**src/verilog/tsx_pkg.sv**
```systemverilog
// Package for the sixteen-bit timer: register map, field positions, reset values.
// Assumes an AXI4-Lite slave with 32-bit data, one register per aligned word.
`default_nettype none
package tsx_pkg;

	// ==========================================================
	// Register byte addresses
	localparam logic [7:0] TSX_ADDR_CONTROL   = 8'h10; // timer_control
	localparam logic [7:0] TSX_ADDR_COUNT_LO  = 8'h14; // count_low_byte
	localparam logic [7:0] TSX_ADDR_COUNT_HI  = 8'h18; // count_high_byte
	localparam logic [7:0] TSX_ADDR_IRQ_FLAG  = 8'h1c; // peripheral_flag_register
	localparam logic [7:0] TSX_ADDR_IRQ_EN    = 8'h20; // peripheral_enable_register
	localparam logic [7:0] TSX_ADDR_PIN_CTRL  = 8'h24; // port_direction_bits
	localparam logic [7:0] TSX_ADDR_PIN_READ  = 8'h28; // pin levels as seen by software

	// ==========================================================
	// Control, flag and pin control register field positions
	localparam int TSX_BIT_RUN      = 0;
	localparam int TSX_BIT_CLK_SEL  = 1;
	localparam int TSX_BIT_SYNC_BYP = 2;
	localparam int TSX_BIT_OSC_EN   = 3;
	localparam int TSX_BIT_PS_LO    = 4;
	localparam int TSX_BIT_FLAG     = 0;
	localparam int TSX_BIT_DIR_LO   = 6;

	// ==========================================================
	// Reset values and count maximum
	localparam logic [5:0]  TSX_RST_CONTROL = 6'h00;
	localparam logic [15:0] TSX_RST_COUNT   = 16'h0000;
	localparam logic [1:0]  TSX_RST_DIR     = 2'h3;
	localparam logic [15:0] TSX_COUNT_MAX   = 16'hffff;

	// ==========================================================
	// Prescale ratio selections
	typedef enum logic [1:0] {
		TSX_PS_1 = 2'b00,
		TSX_PS_2 = 2'b01,
		TSX_PS_4 = 2'b10,
		TSX_PS_8 = 2'b11
	} tsx_ps_e;

	// AXI response codes
	localparam logic [1:0] TSX_RESP_OKAY   = 2'b00;
	localparam logic [1:0] TSX_RESP_SLVERR = 2'b10;

endpackage : tsx_pkg
`default_nettype wire

```
**src/verilog/tsx_prescaler.sv**
```systemverilog
// Prescaler for the sixteen-bit timer: passes one tick in every 1, 2, 4 or 8 events.
// Assumes events arrive as one-cycle pulses on the same clock.
`timescale 1ns/1ps
`default_nettype none
module tsx_prescaler (
	// Clock and reset
	input  wire logic            aclk,
	input  wire logic            aresetn,
	// Control
	input  wire tsx_pkg::tsx_ps_e ratio,
	input  wire logic            clear,
	// Events in, ticks out
	input  wire logic            event_in,
	output logic                 tick
);
	import tsx_pkg::*;

	logic [2:0] div_count;
	logic [2:0] next_div_count;
	logic [2:0] last_count;
	logic       wrap;

	// ==========================================================
	// Terminal count per ratio
	assign last_count = (ratio == TSX_PS_8) ? 3'h7 :
	                    (ratio == TSX_PS_4) ? 3'h3 :
	                    (ratio == TSX_PS_2) ? 3'h1 : 3'h0;
	assign wrap           = event_in && (div_count >= last_count);
	assign next_div_count = wrap ? 3'h0 : (div_count + 3'h1);

	// Divider state; cleared with the counter so a fresh ratio starts clean
	always_ff @(posedge aclk) begin
		if (!aresetn || clear) begin
			div_count <= 3'h0;
		end else if (event_in) begin
			div_count <= next_div_count;
		end
	end

	// Combinational tick lets the counter advance on the same edge as the event
	assign tick = wrap;

endmodule : tsx_prescaler
`default_nettype wire

```
**src/verilog/tsx_timer.sv**
```systemverilog
// Sixteen-bit timer/counter with prescaler, overflow interrupt and AXI4-Lite registers.
// Assumes the external clock pin is synchronous to aclk, as are all other inputs.
// Overview of operation
// - Counter is two readable writable byte halves
// - Counts up, wraps from ffff to 0000
// - Wrap sets sticky overflow flag bit 0
// - Interrupt raised only while enable bit set
// - Timer, sync counter and async counter modes
// - Timer mode advances once per clock
// - Counter mode advances on external rising edges
// - Counts only while run bit set
// - Trigger input clears the counter
// - Oscillator enable forces pins input, read zero
// - Prescale field picks 1:1, 1:2, 1:4, 1:8
// - Sync bypass picks unsynchronised external path
// - Clock select: external pin or internal clock
// - Async counter runs in sleep, wakes
// - Oscillator runs only while enable set
//
// Decided for this implementation: the AXI4-Lite slave port.
`timescale 1ns/1ps
`default_nettype none
module tsx_timer (
	// Clock and reset
	input  wire logic        aclk,
	input  wire logic        aresetn,
	// AXI4-Lite write address
	input  wire logic [7:0]  s_axi_awaddr,
	input  wire logic        s_axi_awvalid,
	output logic             s_axi_awready,
	// AXI4-Lite write data
	input  wire logic [31:0] s_axi_wdata,
	input  wire logic [3:0]  s_axi_wstrb,
	input  wire logic        s_axi_wvalid,
	output logic             s_axi_wready,
	// AXI4-Lite write response
	output logic [1:0]       s_axi_bresp,
	output logic             s_axi_bvalid,
	input  wire logic        s_axi_bready,
	// AXI4-Lite read address
	input  wire logic [7:0]  s_axi_araddr,
	input  wire logic        s_axi_arvalid,
	output logic             s_axi_arready,
	// AXI4-Lite read data
	output logic [31:0]      s_axi_rdata,
	output logic [1:0]       s_axi_rresp,
	output logic             s_axi_rvalid,
	input  wire logic        s_axi_rready,
	// Timer event inputs
	input  wire logic        external_clock_pin,
	input  wire logic        special_event_trigger,
	input  wire logic        cpu_sleep,
	// Oscillator pins, as level inputs and controls
	input  wire logic        osc_output_pin,
	input  wire logic        osc_input_pin,
	output logic             osc_output_pin_oe_n,
	output logic             osc_input_pin_oe_n,
	output logic             osc_inverter_on,
	// Interrupt and wake
	output logic             irq,
	output logic             wake
);
	import tsx_pkg::*;

	// ==========================================================
	// State
	logic [5:0]  timer_control;
	logic [15:0] count;
	logic        overflow_flag;
	logic        overflow_irq_enable;
	logic [1:0]  port_direction_bits;
	logic        ext_sync1;
	logic        ext_sync2;
	logic        ext_prev;
	logic        aw_held;
	logic        w_held;
	logic [7:0]  aw_addr;
	logic [31:0] w_data;
	logic [3:0]  w_strb;

	// ==========================================================
	// Control fields
	wire         run_control          = timer_control[TSX_BIT_RUN];
	wire         clock_source_select  = timer_control[TSX_BIT_CLK_SEL];
	wire         external_sync_bypass = timer_control[TSX_BIT_SYNC_BYP];
	wire         low_power_osc_enable = timer_control[TSX_BIT_OSC_EN];
	wire tsx_ps_e prescale_select     = tsx_ps_e'(timer_control[TSX_BIT_PS_LO +: 2]);

	// ==========================================================
	// Event selection
	// The bypass path skips the two-stage synchroniser and so sees edges two cycles early.
	wire ext_level  = external_sync_bypass ? external_clock_pin : ext_sync2;
	wire ext_rise   = ext_level && !ext_prev;
	// Internal clock stops in sleep; only the unsynchronised external path keeps counting.
	wire int_event  = !cpu_sleep;
	wire ext_event  = ext_rise && (external_sync_bypass || !cpu_sleep);
	wire raw_event  = clock_source_select ? ext_event : int_event;
	wire count_event = run_control && raw_event;
	wire tick;

	tsx_prescaler u_prescaler (
		.aclk     (aclk),
		.aresetn  (aresetn),
		.ratio    (prescale_select),
		.clear    (special_event_trigger),
		.event_in (count_event),
		.tick     (tick)
	);

	// ==========================================================
	// Bus decode
	wire wr_fire   = aw_held && w_held && !s_axi_bvalid;
	wire rd_fire   = s_axi_arvalid && s_axi_arready;
	wire wr_ctrl   = wr_fire && (aw_addr == TSX_ADDR_CONTROL)  && w_strb[0];
	wire wr_lo     = wr_fire && (aw_addr == TSX_ADDR_COUNT_LO) && w_strb[0];
	wire wr_hi     = wr_fire && (aw_addr == TSX_ADDR_COUNT_HI) && w_strb[0];
	wire wr_flag   = wr_fire && (aw_addr == TSX_ADDR_IRQ_FLAG) && w_strb[0];
	wire wr_en     = wr_fire && (aw_addr == TSX_ADDR_IRQ_EN)   && w_strb[0];
	wire wr_dir    = wr_fire && (aw_addr == TSX_ADDR_PIN_CTRL) && w_strb[0];
	wire wr_known  = (aw_addr == TSX_ADDR_CONTROL)  || (aw_addr == TSX_ADDR_COUNT_LO) ||
	                 (aw_addr == TSX_ADDR_COUNT_HI) || (aw_addr == TSX_ADDR_IRQ_FLAG) ||
	                 (aw_addr == TSX_ADDR_IRQ_EN)   || (aw_addr == TSX_ADDR_PIN_CTRL);
	// A trigger or byte write in the same cycle replaces the increment, so no wrap happens
	wire wrap      = tick && (count == TSX_COUNT_MAX) && !special_event_trigger && !wr_lo && !wr_hi;

	// Next count: trigger clear beats a write, which beats an increment
	wire [15:0] next_count = special_event_trigger ? TSX_RST_COUNT :
	                         wr_lo ? {count[15:8], w_data[7:0]} :
	                         wr_hi ? {w_data[7:0], count[7:0]} :
	                         tick  ? count + 16'h0001 : count;

	// Flag set wins over a write-one clear in the same cycle
	wire next_overflow_flag = wrap || (overflow_flag && !(wr_flag && w_data[TSX_BIT_FLAG]));

	// Pins read as zero while the oscillator owns them
	wire [1:0] pin_levels = low_power_osc_enable ? 2'b00 : {osc_input_pin, osc_output_pin};
	wire [1:0] next_dir   = wr_dir ? w_data[TSX_BIT_DIR_LO +: 2] : port_direction_bits;
	// Pin enables and inverter switch on the same edge, so no pin is driven while it runs
	wire       next_osc_en = wr_ctrl ? w_data[TSX_BIT_OSC_EN] : low_power_osc_enable;

	// Read mux
	wire [31:0] next_rdata =
		(s_axi_araddr == TSX_ADDR_CONTROL)  ? {26'h0, timer_control} :
		(s_axi_araddr == TSX_ADDR_COUNT_LO) ? {24'h0, count[7:0]} :
		(s_axi_araddr == TSX_ADDR_COUNT_HI) ? {24'h0, count[15:8]} :
		(s_axi_araddr == TSX_ADDR_IRQ_FLAG) ? {31'h0, overflow_flag} :
		(s_axi_araddr == TSX_ADDR_IRQ_EN)   ? {31'h0, overflow_irq_enable} :
		(s_axi_araddr == TSX_ADDR_PIN_CTRL) ? {24'h0, port_direction_bits, 6'h00} :
		(s_axi_araddr == TSX_ADDR_PIN_READ) ? {24'h0, pin_levels, 6'h00} : 32'h0;
	wire rd_known  = (s_axi_araddr == TSX_ADDR_CONTROL)  || (s_axi_araddr == TSX_ADDR_COUNT_LO) ||
	                 (s_axi_araddr == TSX_ADDR_COUNT_HI) || (s_axi_araddr == TSX_ADDR_IRQ_FLAG) ||
	                 (s_axi_araddr == TSX_ADDR_IRQ_EN)   || (s_axi_araddr == TSX_ADDR_PIN_CTRL) ||
	                 (s_axi_araddr == TSX_ADDR_PIN_READ);

	// ==========================================================
	// External pin edge history
	always_ff @(posedge aclk) begin
		if (!aresetn) begin
			ext_sync1 <= 1'b0;
			ext_sync2 <= 1'b0;
			ext_prev  <= 1'b0;
		end else begin
			ext_sync1 <= external_clock_pin;
			ext_sync2 <= ext_sync1;
			ext_prev  <= ext_level;
		end
	end

	// ==========================================================
	// Timer registers
	always_ff @(posedge aclk) begin
		if (!aresetn) begin
			timer_control       <= TSX_RST_CONTROL;
			count               <= TSX_RST_COUNT;
			overflow_flag       <= 1'b0;
			overflow_irq_enable <= 1'b0;
			port_direction_bits <= TSX_RST_DIR;
		end else begin
			if (wr_ctrl) begin
				timer_control <= w_data[5:0];
			end
			count               <= next_count;
			overflow_flag       <= next_overflow_flag;
			overflow_irq_enable <= wr_en ? w_data[0] : overflow_irq_enable;
			port_direction_bits <= next_dir;
		end
	end

	// ==========================================================
	// Pin, interrupt and wake outputs
	// Direction bits are kept but overridden while the oscillator is on.
	always_ff @(posedge aclk) begin
		if (!aresetn) begin
			osc_output_pin_oe_n <= 1'b1;
			osc_input_pin_oe_n  <= 1'b1;
			osc_inverter_on     <= 1'b0;
			irq                 <= 1'b0;
			wake                <= 1'b0;
		end else begin
			osc_output_pin_oe_n <= next_dir[0] || next_osc_en;
			osc_input_pin_oe_n  <= next_dir[1] || next_osc_en;
			osc_inverter_on     <= next_osc_en;
			irq                 <= next_overflow_flag && overflow_irq_enable;
			wake                <= next_overflow_flag && overflow_irq_enable && cpu_sleep;
		end
	end

	// ==========================================================
	// AXI4-Lite write channel: address and data taken in either order
	always_ff @(posedge aclk) begin
		if (!aresetn) begin
			aw_held       <= 1'b0;
			w_held        <= 1'b0;
			aw_addr       <= 8'h00;
			w_data        <= 32'h0;
			w_strb        <= 4'h0;
			s_axi_awready <= 1'b0;
			s_axi_wready  <= 1'b0;
			s_axi_bvalid  <= 1'b0;
			s_axi_bresp   <= TSX_RESP_OKAY;
		end else begin
			s_axi_awready <= !aw_held && !s_axi_awready && s_axi_awvalid;
			s_axi_wready  <= !w_held && !s_axi_wready && s_axi_wvalid;
			if (s_axi_awvalid && s_axi_awready) begin
				aw_held <= 1'b1;
				aw_addr <= s_axi_awaddr;
			end
			if (s_axi_wvalid && s_axi_wready) begin
				w_held <= 1'b1;
				w_data <= s_axi_wdata;
				w_strb <= s_axi_wstrb;
			end
			if (wr_fire) begin
				s_axi_bvalid <= 1'b1;
				s_axi_bresp  <= wr_known ? TSX_RESP_OKAY : TSX_RESP_SLVERR;
			end else if (s_axi_bvalid && s_axi_bready) begin
				s_axi_bvalid <= 1'b0;
				aw_held      <= 1'b0;
				w_held       <= 1'b0;
			end
		end
	end

	// ==========================================================
	// AXI4-Lite read channel: one outstanding read
	always_ff @(posedge aclk) begin
		if (!aresetn) begin
			s_axi_arready <= 1'b0;
			s_axi_rvalid  <= 1'b0;
			s_axi_rdata   <= 32'h0;
			s_axi_rresp   <= TSX_RESP_OKAY;
		end else begin
			s_axi_arready <= !s_axi_arready && !s_axi_rvalid && s_axi_arvalid;
			if (rd_fire) begin
				s_axi_rvalid <= 1'b1;
				s_axi_rdata  <= next_rdata;
				s_axi_rresp  <= rd_known ? TSX_RESP_OKAY : TSX_RESP_SLVERR;
			end else if (s_axi_rvalid && s_axi_rready) begin
				s_axi_rvalid <= 1'b0;
			end
		end
	end

endmodule : tsx_timer
`default_nettype wire
```
**config.mk**
```make
export PLATFORM = sky130hd
export DESIGN_NAME = tsx_timer
export DESIGN_NICKNAME = d
export VERILOG_FILES = /design/src/verilog/tsx_pkg.sv /design/src/verilog/tsx_prescaler.sv /design/src/verilog/tsx_timer.sv
export SDC_FILE = /design/constraint.sdc
export NUM_CORES = 1
export LEC_CHECK = 0
export BUFFER_PORTS_ARGS = -buffer_cell sky130_fd_sc_hd__buf_4
export CORE_MARGIN = 2
export CORE_UTILIZATION = 45
export CTS_CLUSTER_SIZE = 10
export DETAILED_ROUTE_END_ITERATION = 10
export PLACE_DENSITY = 0.72
export SYNTH_ARGS = -nofsm -noshare
export SYNTH_HDL_FRONTEND = slang
export SYNTH_SLANG_ARGS = --single-unit
```
**constraint.sdc**
```tcl
create_clock -name aclk -period 3.79 [get_ports aclk]
set_clock_uncertainty 0.2 [all_clocks]
set_input_delay 0.5685 -clock aclk [delete_from_list [all_inputs] [get_ports aclk]]
set_output_delay 0.5685 -clock aclk [all_outputs]
set_load 0.02 [all_outputs]
```
After elaboration in Yosys (flattened, before gate mapping)
Cells that the tools add are included.
{ "totals": {"elab_cells": 156, "regBits": 97, "input_bits": 64, "out_inout_bits": 46} }
{ "op_classes": {"n_lt_le_gt_ge": 1, "n_eq_ne": 18, "n_mux": 31, "add_sub_neg": 2, "n_bitwise": 2, "n_reduce_logical": 74} }
{ "ops": {"columns": ["cell", "n"], "rows": [
  ["8-bit by 5-bit equality test with 1-bit output, second input constant", 8],
  ["8-bit two-way mux", 8],
  ["8-bit by 6-bit equality test with 1-bit output, second input constant", 5],
  ["1-bit logical AND", 37],
  ["16-bit two-way mux", 2],
  ["16-bit by 1-bit adder with 16-bit output, second input constant", 1],
  ["16-bit equality test, second input constant", 1],
  ["1-bit logical OR", 16],
  ["1-bit logical NOT", 14],
  ["1-bit two-way mux", 14],
  ["3-bit two-way mux", 3],
  ["2-bit two-way mux", 4],
  ["2-bit nonzero test", 4],
  ["2-bit equality test, second input constant", 2],
  ["2-bit AND reduction", 2],
  ["3-bit by 1-bit adder with 3-bit output, second input constant", 1],
  ["3-bit greater-or-equal comparator", 1],
  ["2-bit by 1-bit equality test with 1-bit output, second input constant", 1],
  ["2-bit inequality test, second input constant", 1],
  ["1-bit inverter", 2],
  ["2-bit OR reduction", 1]
]} }

Logic depth before layout (Yosys ltp)
Gate-level depths: netlist of run 1.
{ "logic_depth": {"depth_word": 13, "depth_mapped": 8, "depth_no_buf": 7} }

Modules after synthesis
From an unflattened synthesis of run 1, not the netlist that was laid out.
{ "unflattened": {"cells_unflattened": 433, "hier_area_um2": 3716.1} }
{ "by_module_without_submodules": {"columns": ["module", "cells_each", "area_per_inst_um2", "instances"], "rows": [
  ["tsx_timer", 404, 3443.3, 1],
  ["tsx_prescaler", 29, 272.8, 1]
]} }

Worst setup path before layout of run 1
OpenSTA, ideal clock, no wires.
{ "synth_path": {"kind": "register -> register", "start": "register timer_control[4]", "end": "register count[6]", "stages_incl_launch_ff": 9, "slack_ns": 1.451, "t_arrival_ns": 2.065, "required_ns": 3.516, "setup_ns": 0.074, "synth_period_minus_slack_ns": 2.339, "cell_sequence": "dfxtp_1 or2_2 ha_1 nor2b_1 o21ai_0 clkbuf_1 nand4_1 or3_2 a31oi_1"} }
{ "synth_via": {"elab_chain_len": 8, "word_cells_on_any_way": 10, "cone_classes": "1 x order compare; 3 x eq/ne; 3 x mux; 3 x reduce/logical"} }
{ "synth_lines": {"columns": ["item", "line_no", "source"], "rows": [
  ["from (decl)", "tsx_timer.sv:67", "logic [5:0] timer_control;"],
  ["from (signal assigned)", "tsx_timer.sv:180", "timer_control <= w_data[5:0];"],
  ["2-bit by 1-bit equality test with 1-bit output", "tsx_prescaler.sv:27", "(ratio == TSX_PS_2) ? 3'h1 : 3'h0;"],
  ["1-bit two-way mux", "tsx_prescaler.sv:27", null],
  ["3-bit two-way mux", "tsx_prescaler.sv:26", "(ratio == TSX_PS_4) ? 3'h3 :"],
  ["3-bit two-way mux *", "tsx_prescaler.sv:25", "assign last_count = (ratio == TSX_PS_8) ? 3'h7 :"],
  ["3-bit greater-or-equal comparator *", "tsx_prescaler.sv:28", "assign wrap = event_in && (div_count >= last_count);"],
  ["1-bit logical AND *", "tsx_prescaler.sv:28", null],
  ["2-bit nonzero test (no line) *", null, null],
  ["2-bit AND reduction (no line) *", null, null],
  ["to (signal assigned)", "tsx_timer.sv:182", "count <= next_count;"],
  ["to (decl)", "tsx_timer.sv:68", "logic [15:0] count;"]
]} }
Every way passes the cells marked *; elsewhere a longest branch is shown, timed or not.
A chain may end at the register's enable or synchronous reset.

Worst setup path after layout of run 1
{ "layout_path": {"start": "register s_axi_bvalid", "end": "register osc_input_pin_oe_n"} }
{ "layout_via": {"elab_chain_len": 6, "word_cells_on_any_way": 9, "cone_classes": "2 x mux; 7 x reduce/logical"} }
{ "layout_lines": {"columns": ["item", "line_no", "source"], "rows": [
  ["from (decl)", "tsx_timer.sv:38", "output logic s_axi_bvalid,"],
  ["from (signal assigned)", "tsx_timer.sv:219", "s_axi_bvalid <= 1'b0;"],
  ["from (signal assigned)", "tsx_timer.sv:234", "s_axi_bvalid <= 1'b1;"],
  ["from (signal assigned)", "tsx_timer.sv:237", "s_axi_bvalid <= 1'b0;"],
  ["1-bit logical NOT *", "tsx_timer.sv:112", "wire wr_fire = aw_held && w_held && !s_axi_bvalid;"],
  ["1-bit logical AND *", "tsx_timer.sv:112", null],
  ["1-bit logical AND, on equally long branches (2 in a row)", "tsx_timer.sv:119, tsx_timer.sv:114", null],
  ["2-bit two-way mux / 1-bit two-way mux (equally long branches)", "tsx_timer.sv:137, tsx_timer.sv:139", null],
  ["1-bit logical OR *", "tsx_timer.sv:201", "osc_input_pin_oe_n <= next_dir[1] || next_osc_en;"],
  ["to (signal assigned)", "tsx_timer.sv:201", null],
  ["to (decl)", "tsx_timer.sv:57", "output logic osc_input_pin_oe_n,"]
]} }
Marks and branches as above.

==> impl_metrics.csv, run 1 <==
group,metric,value,unit
floorplan,num_io_pins,110,
worst_setup_path,crit_arrival,2.53,ns
worst_setup_path,crit_type,"reg2reg",
grt,grt_max_degree,52,
power_and_ir_drop,combPwrFrac,8.3,%
worst_setup_path,crit_buf_inv,0,
floorplan,rows,32,
grt,overflow,0,
placed_design,globalplace.congestion,0.916,
power_and_ir_drop,intPower,1.11,mW
routing,wl_per_cell,15.4,µm
power_and_ir_drop,power.switching,0.397,mW
clock_tree,cts_resized,0,
synth,netlist_area,0.00365,mm²
routing,via_count,3224,
placed_design,io_buffers,56,
timing,setup_viol,0,
synth,yosys.cell_types.count,60,
timing,relSlewSlack,36.4,%
layout,area_growth,15.7,%
power_and_ir_drop,p_seq_share,51.2,%
synth,post-synth-top-count-cell,"dfxtp_1",
synth,synth_top_flop_cell,"dfxtp_1",
worst_setup_path,worstSetupStartpointType,"flip-flop",
placed_design,dp_hpwl,6.44,mm
routing,drt_iter0_markers,280,
timing,grt_setup_unrepaired,"no",
hold_path,min_path_type,"in2reg",
synth,synth_top_area_cell,"dfxtp_1",
routing,drc,0,
synth,ys_ff_latch,71,
layout,drive_gt1_share,19.4,%
worst_setup_path,rrSetupSlack,1.28,ns
floorplan,start_util,46.8,%
floorplan,die_h,94.1,µm
grt,grt_first_pass_wirelength,14.2,mm
hold_path,min_to,"ext_sync1",
worst_setup_path,cp_max_fo,10,
grt,grt_pass1_vias,2952,
clock_tree,hold_buffers,0,
power_and_ir_drop,ir_drop,0.312,mV
worst_setup_path,reg2reg_to,"osc_input_pin_oe_n",
timing,tightest_slew,0.951,ns
synth,synth_edf_count,0,
timing,layout_setup_ws,1.28,ns
synth,netlist_top_cells_count,"dfxtp_1, nand2_1, nand3_1, buf_4, a21boi_0",
outcome,outcome,"completed",
clock_tree,clock-root-buffer,"clkbuf_8",
timing,fmax,398,MHz
power_and_ir_drop,power.leakage,1.60,nW
worst_setup_path,critPathRequiredTime,3.81,ns
layout,antennaDiodeCount,0,
worst_setup_path,slowest_stage,"or4_1",
synth,synth-seq-area-share,38.9,%
worst_setup_path,cpPeakStageDelay,0.74,ns
floorplan,core,0.00781,mm²
clock_tree,clkLatencyLatePin,0.36,ns
synth,synth_warnings,0,
timing,finalCriticalPeriod,2.51,ns
clock_tree,htreeDepth,3,
placed_design,post-place-ws,1.08,ns
layout,nets,539,
timing,drv_slew,0,
power_and_ir_drop,clkPwrFrac,40.5,%
run,cap_violations,0,
worst_setup_path,r2r_start,"s_axi_bvalid",
timing,hold_ws,0.233,ns
timing,fin_crit_sh,66.3,%
routing,routed_wl,8.85,mm
power_and_ir_drop,powerDensity,358,mW/mm²
clock_tree,clock_path_buffers,2,
routing,via_per_inst,5.60,
clock_tree,cts_tree,"yes",
synth,synth_area_leaders,"dfxtp_1, buf_4, nand2_1",
floorplan,dieArea,0.00885,mm²
grt,antenna_found_initial,0,
clock_tree,postCtsSetupRepairBufs,0,
clock_tree,cts.sinks,71,
floorplan,die_w,94.1,µm
clock_tree,clkTransAtPathRegs,0.08,ns
worst_setup_path,r2r_cells,5,
synth,synth_top_area_share,38.9,%
synth,synthArstFlopShare,0,%
timing,hold_violations,0,
power_and_ir_drop,swShare,26.3,%
clock_tree,cts_buffers,9,
synth,synth_cells,424,
hold_path,hp-start,"external_clock_pin",
worst_setup_path,critPathTopFamily,"simple AND/OR/NAND/NOR gates",
synth,syn-mean-instance-area,8.61,µm²
hold_path,whs_path_depth,2,
worst_setup_path,worst_setup_path_end_kind,"flip-flop",
grt,grt_usage,20.7,%
timing,fin_tns_setup,0,ns
routing,ant_nets,0,
worst_setup_path,cp_cell_sequence,"and3b_1, nand2_2, or4_1, mux2i_1, nand3_1",
routing,dr.pass1.iters,5,
-- registers in the layout (all words and copies together) (netlist names), 2 cells and up --
name,flops
timer_control,6
aw_addr,8
u_prescaler.div_count,3
port_direction_bits,2
count,16
s_axi_rdata,8
w_data,8
-- metal layers --
| metal | routed length (µm) | global-route usage [%] | part of all wire [%] |
|---|---|---|---|
| met1 | 4010 | 28.2 | 45 |
| met2 | 4090 | 31.6 | 46 |
| met3 | 605 | 6.02 | 6.8 |
| met4 | 146 | 6.40 | 1.6 |
| met5 | 0 | 0 | 0 |
-- cells in the final DEF, fill, tap and decap left out, drive strengths merged, types with 8 or more instances in the layout --
master  synthesis  routed
dfxtp          71      71
buf            30      59
nand4          11      11
clkbuf         19       9
nor3           15      15
a21oi          20      20
nand3          28      28
nor2b          13      13
nand2          47      47
conb            1      26
o21ai          20      20
and2            8       8
mux2i          14      14
a211oi          9       9
a21boi         21      21
inv             6       8
-- layout make-up --
class / instances / area, µm²
multi-input combinational: 323 / 2010
tap: 102 / 128
sequential: 71 / 1420
timing repair buffer: 59 / 443
fill: 754 / 3580
clock buffer: 9 / 124
inverter: 6 / 22.5
clock inverter: 6 / 70.1
-- cells by family after synthesis --
| family | after synthesis | synth area share [%] |
|---|---|---|
| simple gates | 168 | 26.3 |
| compound gates | 102 | 18.7 |
| flops | 71 | 38.9 |
| buf+inv | 55 | 8.46 |
| mux | 15 | 4.15 |
| xor+xnor | 7 | 1.68 |
| fa+ha+maj | 5 | 1.71 |
| other cells | 1 | 0.103 |
-- metrics by stage --
step	power [mW]	util (%)	instances	cell area, µm²
6_report	1.51	54.1	576	4220
5_1_grt	1.58	54.1	576	4220
4_1_cts	1.52	54.1	576	4220
3_5_place_dp	0.917	51.6	561	4030
3_3_place_gp	0.914	51.6	561	4030
2_1_floorplan	0.885	-	449	3740
-- power groups by stage --
| stage | clock (mW) | sequential (mW) | combinational (mW) |
|---|---|---|---|
| after floorplan | 0 | 0.793 | 0.0924 |
| after global placement | 0 | 0.791 | 0.123 |
| after detailed placement | 0 | 0.791 | 0.125 |
| after CTS | 0.622 | 0.774 | 0.126 |
| after global routing | 0.665 | 0.776 | 0.138 |
| final | 0.612 | 0.774 | 0.126 |
-- how the worst max path moves through the flow --
stage                     endpoint              from  cells after the start  slack [ns]
4_1_cts         osc_input_pin_oe_n      s_axi_bvalid                      5        1.31
5_1_grt        osc_output_pin_oe_n      s_axi_bvalid                      5        1.16
3_3_place_gp        s_axi_rdata[0]   s_axi_araddr[7]                      6        1.16
2_1_floorplan             count[6]  timer_control[4]                      8        1.45
3_5_place_dp        s_axi_rdata[0]   s_axi_araddr[7]                      6        1.08
6_report        osc_input_pin_oe_n      s_axi_bvalid                      5        1.28
-- worst register-to-register path, delay by kind of cell (launching register included) --
| kind | cells | cell delay [ns] |
|---|---|---|
| and+or+nand+nor | 4 | 1.51 |
| DFF | 1 | 0.34 |
| muxes | 1 | 0.32 |
No activity file was read; power rests on OpenSTA's default activity.
==> run 2, diff against run 1 <==
--- a/config.mk
+++ b/config.mk
@@ -5,12 +5,13 @@
 export SDC_FILE = /design/constraint.sdc
 export NUM_CORES = 1
 export LEC_CHECK = 0
+export ABC_AREA = 1
 export BUFFER_PORTS_ARGS = -buffer_cell sky130_fd_sc_hd__buf_4
 export CORE_MARGIN = 2
 export CORE_UTILIZATION = 45
 export CTS_CLUSTER_SIZE = 10
 export DETAILED_ROUTE_END_ITERATION = 10
-export PLACE_DENSITY = 0.72
+export PLACE_DENSITY = 0.74
 export SYNTH_ARGS = -nofsm -noshare
 export SYNTH_HDL_FRONTEND = slang
 export SYNTH_SLANG_ARGS = --single-unit
==> constraint.sdc (replaced) <==
create_clock -name aclk -period 2.2 [get_ports aclk]
set_clock_uncertainty 0.2 [all_clocks]
set_input_delay 0.33 -clock aclk [delete_from_list [all_inputs] [get_ports aclk]]
set_output_delay 0.33 -clock aclk [all_outputs]
set_load 0.02 [all_outputs]
==> impl_metrics.csv, run 2 <==
group,metric,value,unit
timing,setup_viol,0,
placed_design,dp_hpwl,7.70,mm
clock_tree,cts_buffers,9,
synth,synth_edf_count,0,
floorplan,core,0.00830,mm²
synth,ys_ff_latch,71,
floorplan,die_w,97.0,µm
worst_setup_path,r2r_start,"timer_control[4]",
worst_setup_path,worst_path_most_repeated_cell,"nand3_1",
worst_setup_path,crit_arrival,2.10,ns
grt,top_usage_layer,"met2",
synth,syn-mean-instance-area,7.04,µm²
synth,netlist_top_cells_count,"nand2_1, dfxtp_1, inv_1, nor2_1, o21ai_0",
worst_setup_path,rrSetupSlack,0.17,ns
run,cap_violations,0,
routing,ant_nets,0,
timing,fmax,492,MHz
layout,area_growth,16.9,%
worst_setup_path,crit_type,"reg2reg",
synth,synth_area_leaders,"dfxtp_1, nand2_1, o21ai_0",
hold_path,min_path_type,"in2reg",
grt,antenna_found_initial,0,
timing,layout_setup_ws,0.166,ns
routing,dr.pass1.iters,5,
layout,final_common_cell,"nand2_1",
worst_setup_path,cp_cell_sequence,"or2_2, ha_1, nand3_1, nand3_2, nand3_4, a21boi_4, nand3_1, a21oi_1",
layout,final_util,54.9,%
clock_tree,htreeDepth,3,
layout,top_register,"count",
synth,synthArstFlopShare,0,%
clock_tree,clock-root-buffer,"clkbuf_8",
worst_setup_path,slowest_stage,"dfxtp_1",
worst_setup_path,critPathRequiredTime,2.27,ns
grt,met1_usage,27.5,%
placed_design,post-place-ws,0.150,ns
worst_setup_path,crit_buf_inv,0,
worst_setup_path,r2r_cells,8,
layout,drive_gt1_share,19.7,%
layout,antennaDiodeCount,0,
hold_path,whs_path_depth,3,
grt,grt_first_pass_wirelength,16.3,mm
synth,synth-seq-area-share,36.5,%
worst_setup_path,cp.depth,8,
routing,routed_wl,9.90,mm
routing,wl_per_cell,13.6,µm
layout,nets,684,
timing,relSlewSlack,58.2,%
clock_tree,postCtsSetupRepairBufs,0,
synth,post-synth-top-count-cell,"nand2_1",
worst_setup_path,cp_max_fo,8,
placed_design,globalplace.congestion,0.905,
routing,drt_iter0_markers,230,
clock_tree,cts.sinks,71,
floorplan,rows,33,
routing,via_per_inst,5.16,
clock_tree,clock_path_buffers,2,
grt,grt_use_met2,34.9,%
worst_setup_path,worstSetupStartpointType,"flip-flop",
worst_setup_path,worst_setup_path_end_kind,"flip-flop",
floorplan,dieArea,0.00942,mm²
floorplan,start_util,46.9,%
grt,grt_usage,21.2,%
clock_tree,cts_tree,"yes",
timing,drv_slew,0,
grt,grt_pass1_vias,3465,
grt,use_met3,4.41,%
placed_design,io_buffers,56,
synth,synth_top_flop_cell,"dfxtp_1",
synth,synth_cells,553,
routing,via_count,3743,
floorplan,num_io_pins,110,
timing,finalCriticalPeriod,2.03,ns
synth,yosys.cell_types.count,39,
grt,overflow,0,
outcome,outcome,"completed",
timing,fin_tns_setup,0,ns
timing,fin_crit_sh,92.4,%
synth,synth_top_area_cell,"dfxtp_1",
power_and_ir_drop,power.leakage,1.91,nW
timing,tightest_slew,0.626,ns
timing,hold_violations,0,
layout,final_cell_mix,"nand2_1, dfxtp_1, buf_4",
layout,fill_cells,805,
clock_tree,clkLatencyLatePin,0.35,ns
hold_path,min_to,"s_axi_wready",
synth,synth_top_area_share,36.5,%
synth,synth_warnings,0,
hold_path,hp-start,"s_axi_wvalid",
timing,grt_setup_unrepaired,"no",
synth,netlist_area,0.00389,mm²
grt,grt_max_degree,37,
worst_setup_path,critPathTopFamily,"simple AND/OR/NAND/NOR gates",
floorplan,die_h,97.0,µm
power_and_ir_drop,ir_drop,0.416,mV
worst_setup_path,reg2reg_to,"count[15]",
worst_setup_path,cpPeakStageDelay,0.36,ns
routing,drc,0,
clock_tree,clkTransAtPathRegs,0.08,ns
layout,largest_register_ffs,16,
power_and_ir_drop,powerDensity,558,mW/mm²
==> run 2: changes by cell type after synthesis, sizes merged, moves of 8 or more <==
cell	change
a21boi	-20
mux2i	-14
nand2	+74
inv	+58
o21ai	+31
a21oi	+32
and2	-8
a211oi	-9
nor2b	-13
nand3	+15
clkbuf	-11
nor2	+53
==> run 2: cell families after synthesis <==
family | Yosys count | synth area share [%]
adder cells (fa/ha/maj) | 5 | 1.61
AO/OA/AOI/OAI | 115 | 16.4
AND/OR/NAND/NOR | 251 | 31.1
buffers and inverters | 102 | 12.5
XOR/XNOR | 8 | 1.80
other | 1 | 0.0963
flip-flops | 71 | 36.5
==> run 2: layout make-up <==
class | count | area (µm²) | share of cell area (%)
clock inverters | 6 | 42.5 | 0.934
clock buffers | 10 | 138 | 3.02
flip-flops and latches | 71 | 1420 | 31.2
repair buffers | 64 | 483 | 10.6
inverters | 64 | 243 | 5.33
multi-input cells | 405 | 2100 | 46.0
well taps | 105 | 131 | 2.88
==> run 2: power by group <==
| part | switching, mW | total, mW | internal (mW) |
|---|---|---|---|
| Combinational | 0.163 | 0.251 | 0.0887 |
| Sequential | 0.0198 | 1.33 | 1.31 |
| Clock | 0.516 | 0.959 | 0.443 |
==> run 2: metrics by stage <==
| stage | power (mW) | hold WS, ns | cells | area (µm²) |
|---|---|---|---|---|
| 2_1_floorplan | 1.55 | 0.190 | 578 | 3990 |
| 3_3_place_gp | 1.61 | 0.198 | 708 | 4350 |
| 3_5_place_dp | 1.61 | 0.202 | 708 | 4350 |
| 4_1_cts | 2.56 | 0.0104 | 725 | 4540 |
| 5_1_grt | 2.64 | 0.0197 | 725 | 4550 |
| 6_report | 2.54 | 0.0158 | 725 | 4550 |
==> run 2: timing repair <==
| action | 4_1_cts | 5_1_grt |
|---|---|---|
| hold endpoints to repair | 1 | 0 |
| hold buffers | 1 | 0 |
| resized for setup | 0 | 3 |
| endpoints found under the setup margin | 0 | 17 |
==> run 2: worst min-delay path: stages <==
cell,delay (ns)
buf_4,0.11
nand2_1,0.05
nor3_1,0.04
==> run 2: how the worst max path moves through the flow <==
stage	start	end	slack, ns
after floorplan	timer_control[4]	count[6]	0.36
after global placement	timer_control[4]	count[11]	0.18
after detailed placement	timer_control[4]	count[11]	0.15
after CTS	timer_control[4]	count[15]	0.13
after global routing	timer_control[4]	count[6]	0.02
final	timer_control[4]	count[15]	0.17
==> run 2: layer usage <==
layer  share of wire (%)  wire, µm  vias to the layer above
li1                    -         -                     1881
met1                  44      4350                     1705
met2                  47      4700                      135
met3                 6.2       612                       22
met4                 2.4       241                        0
met5                   0         0                        -
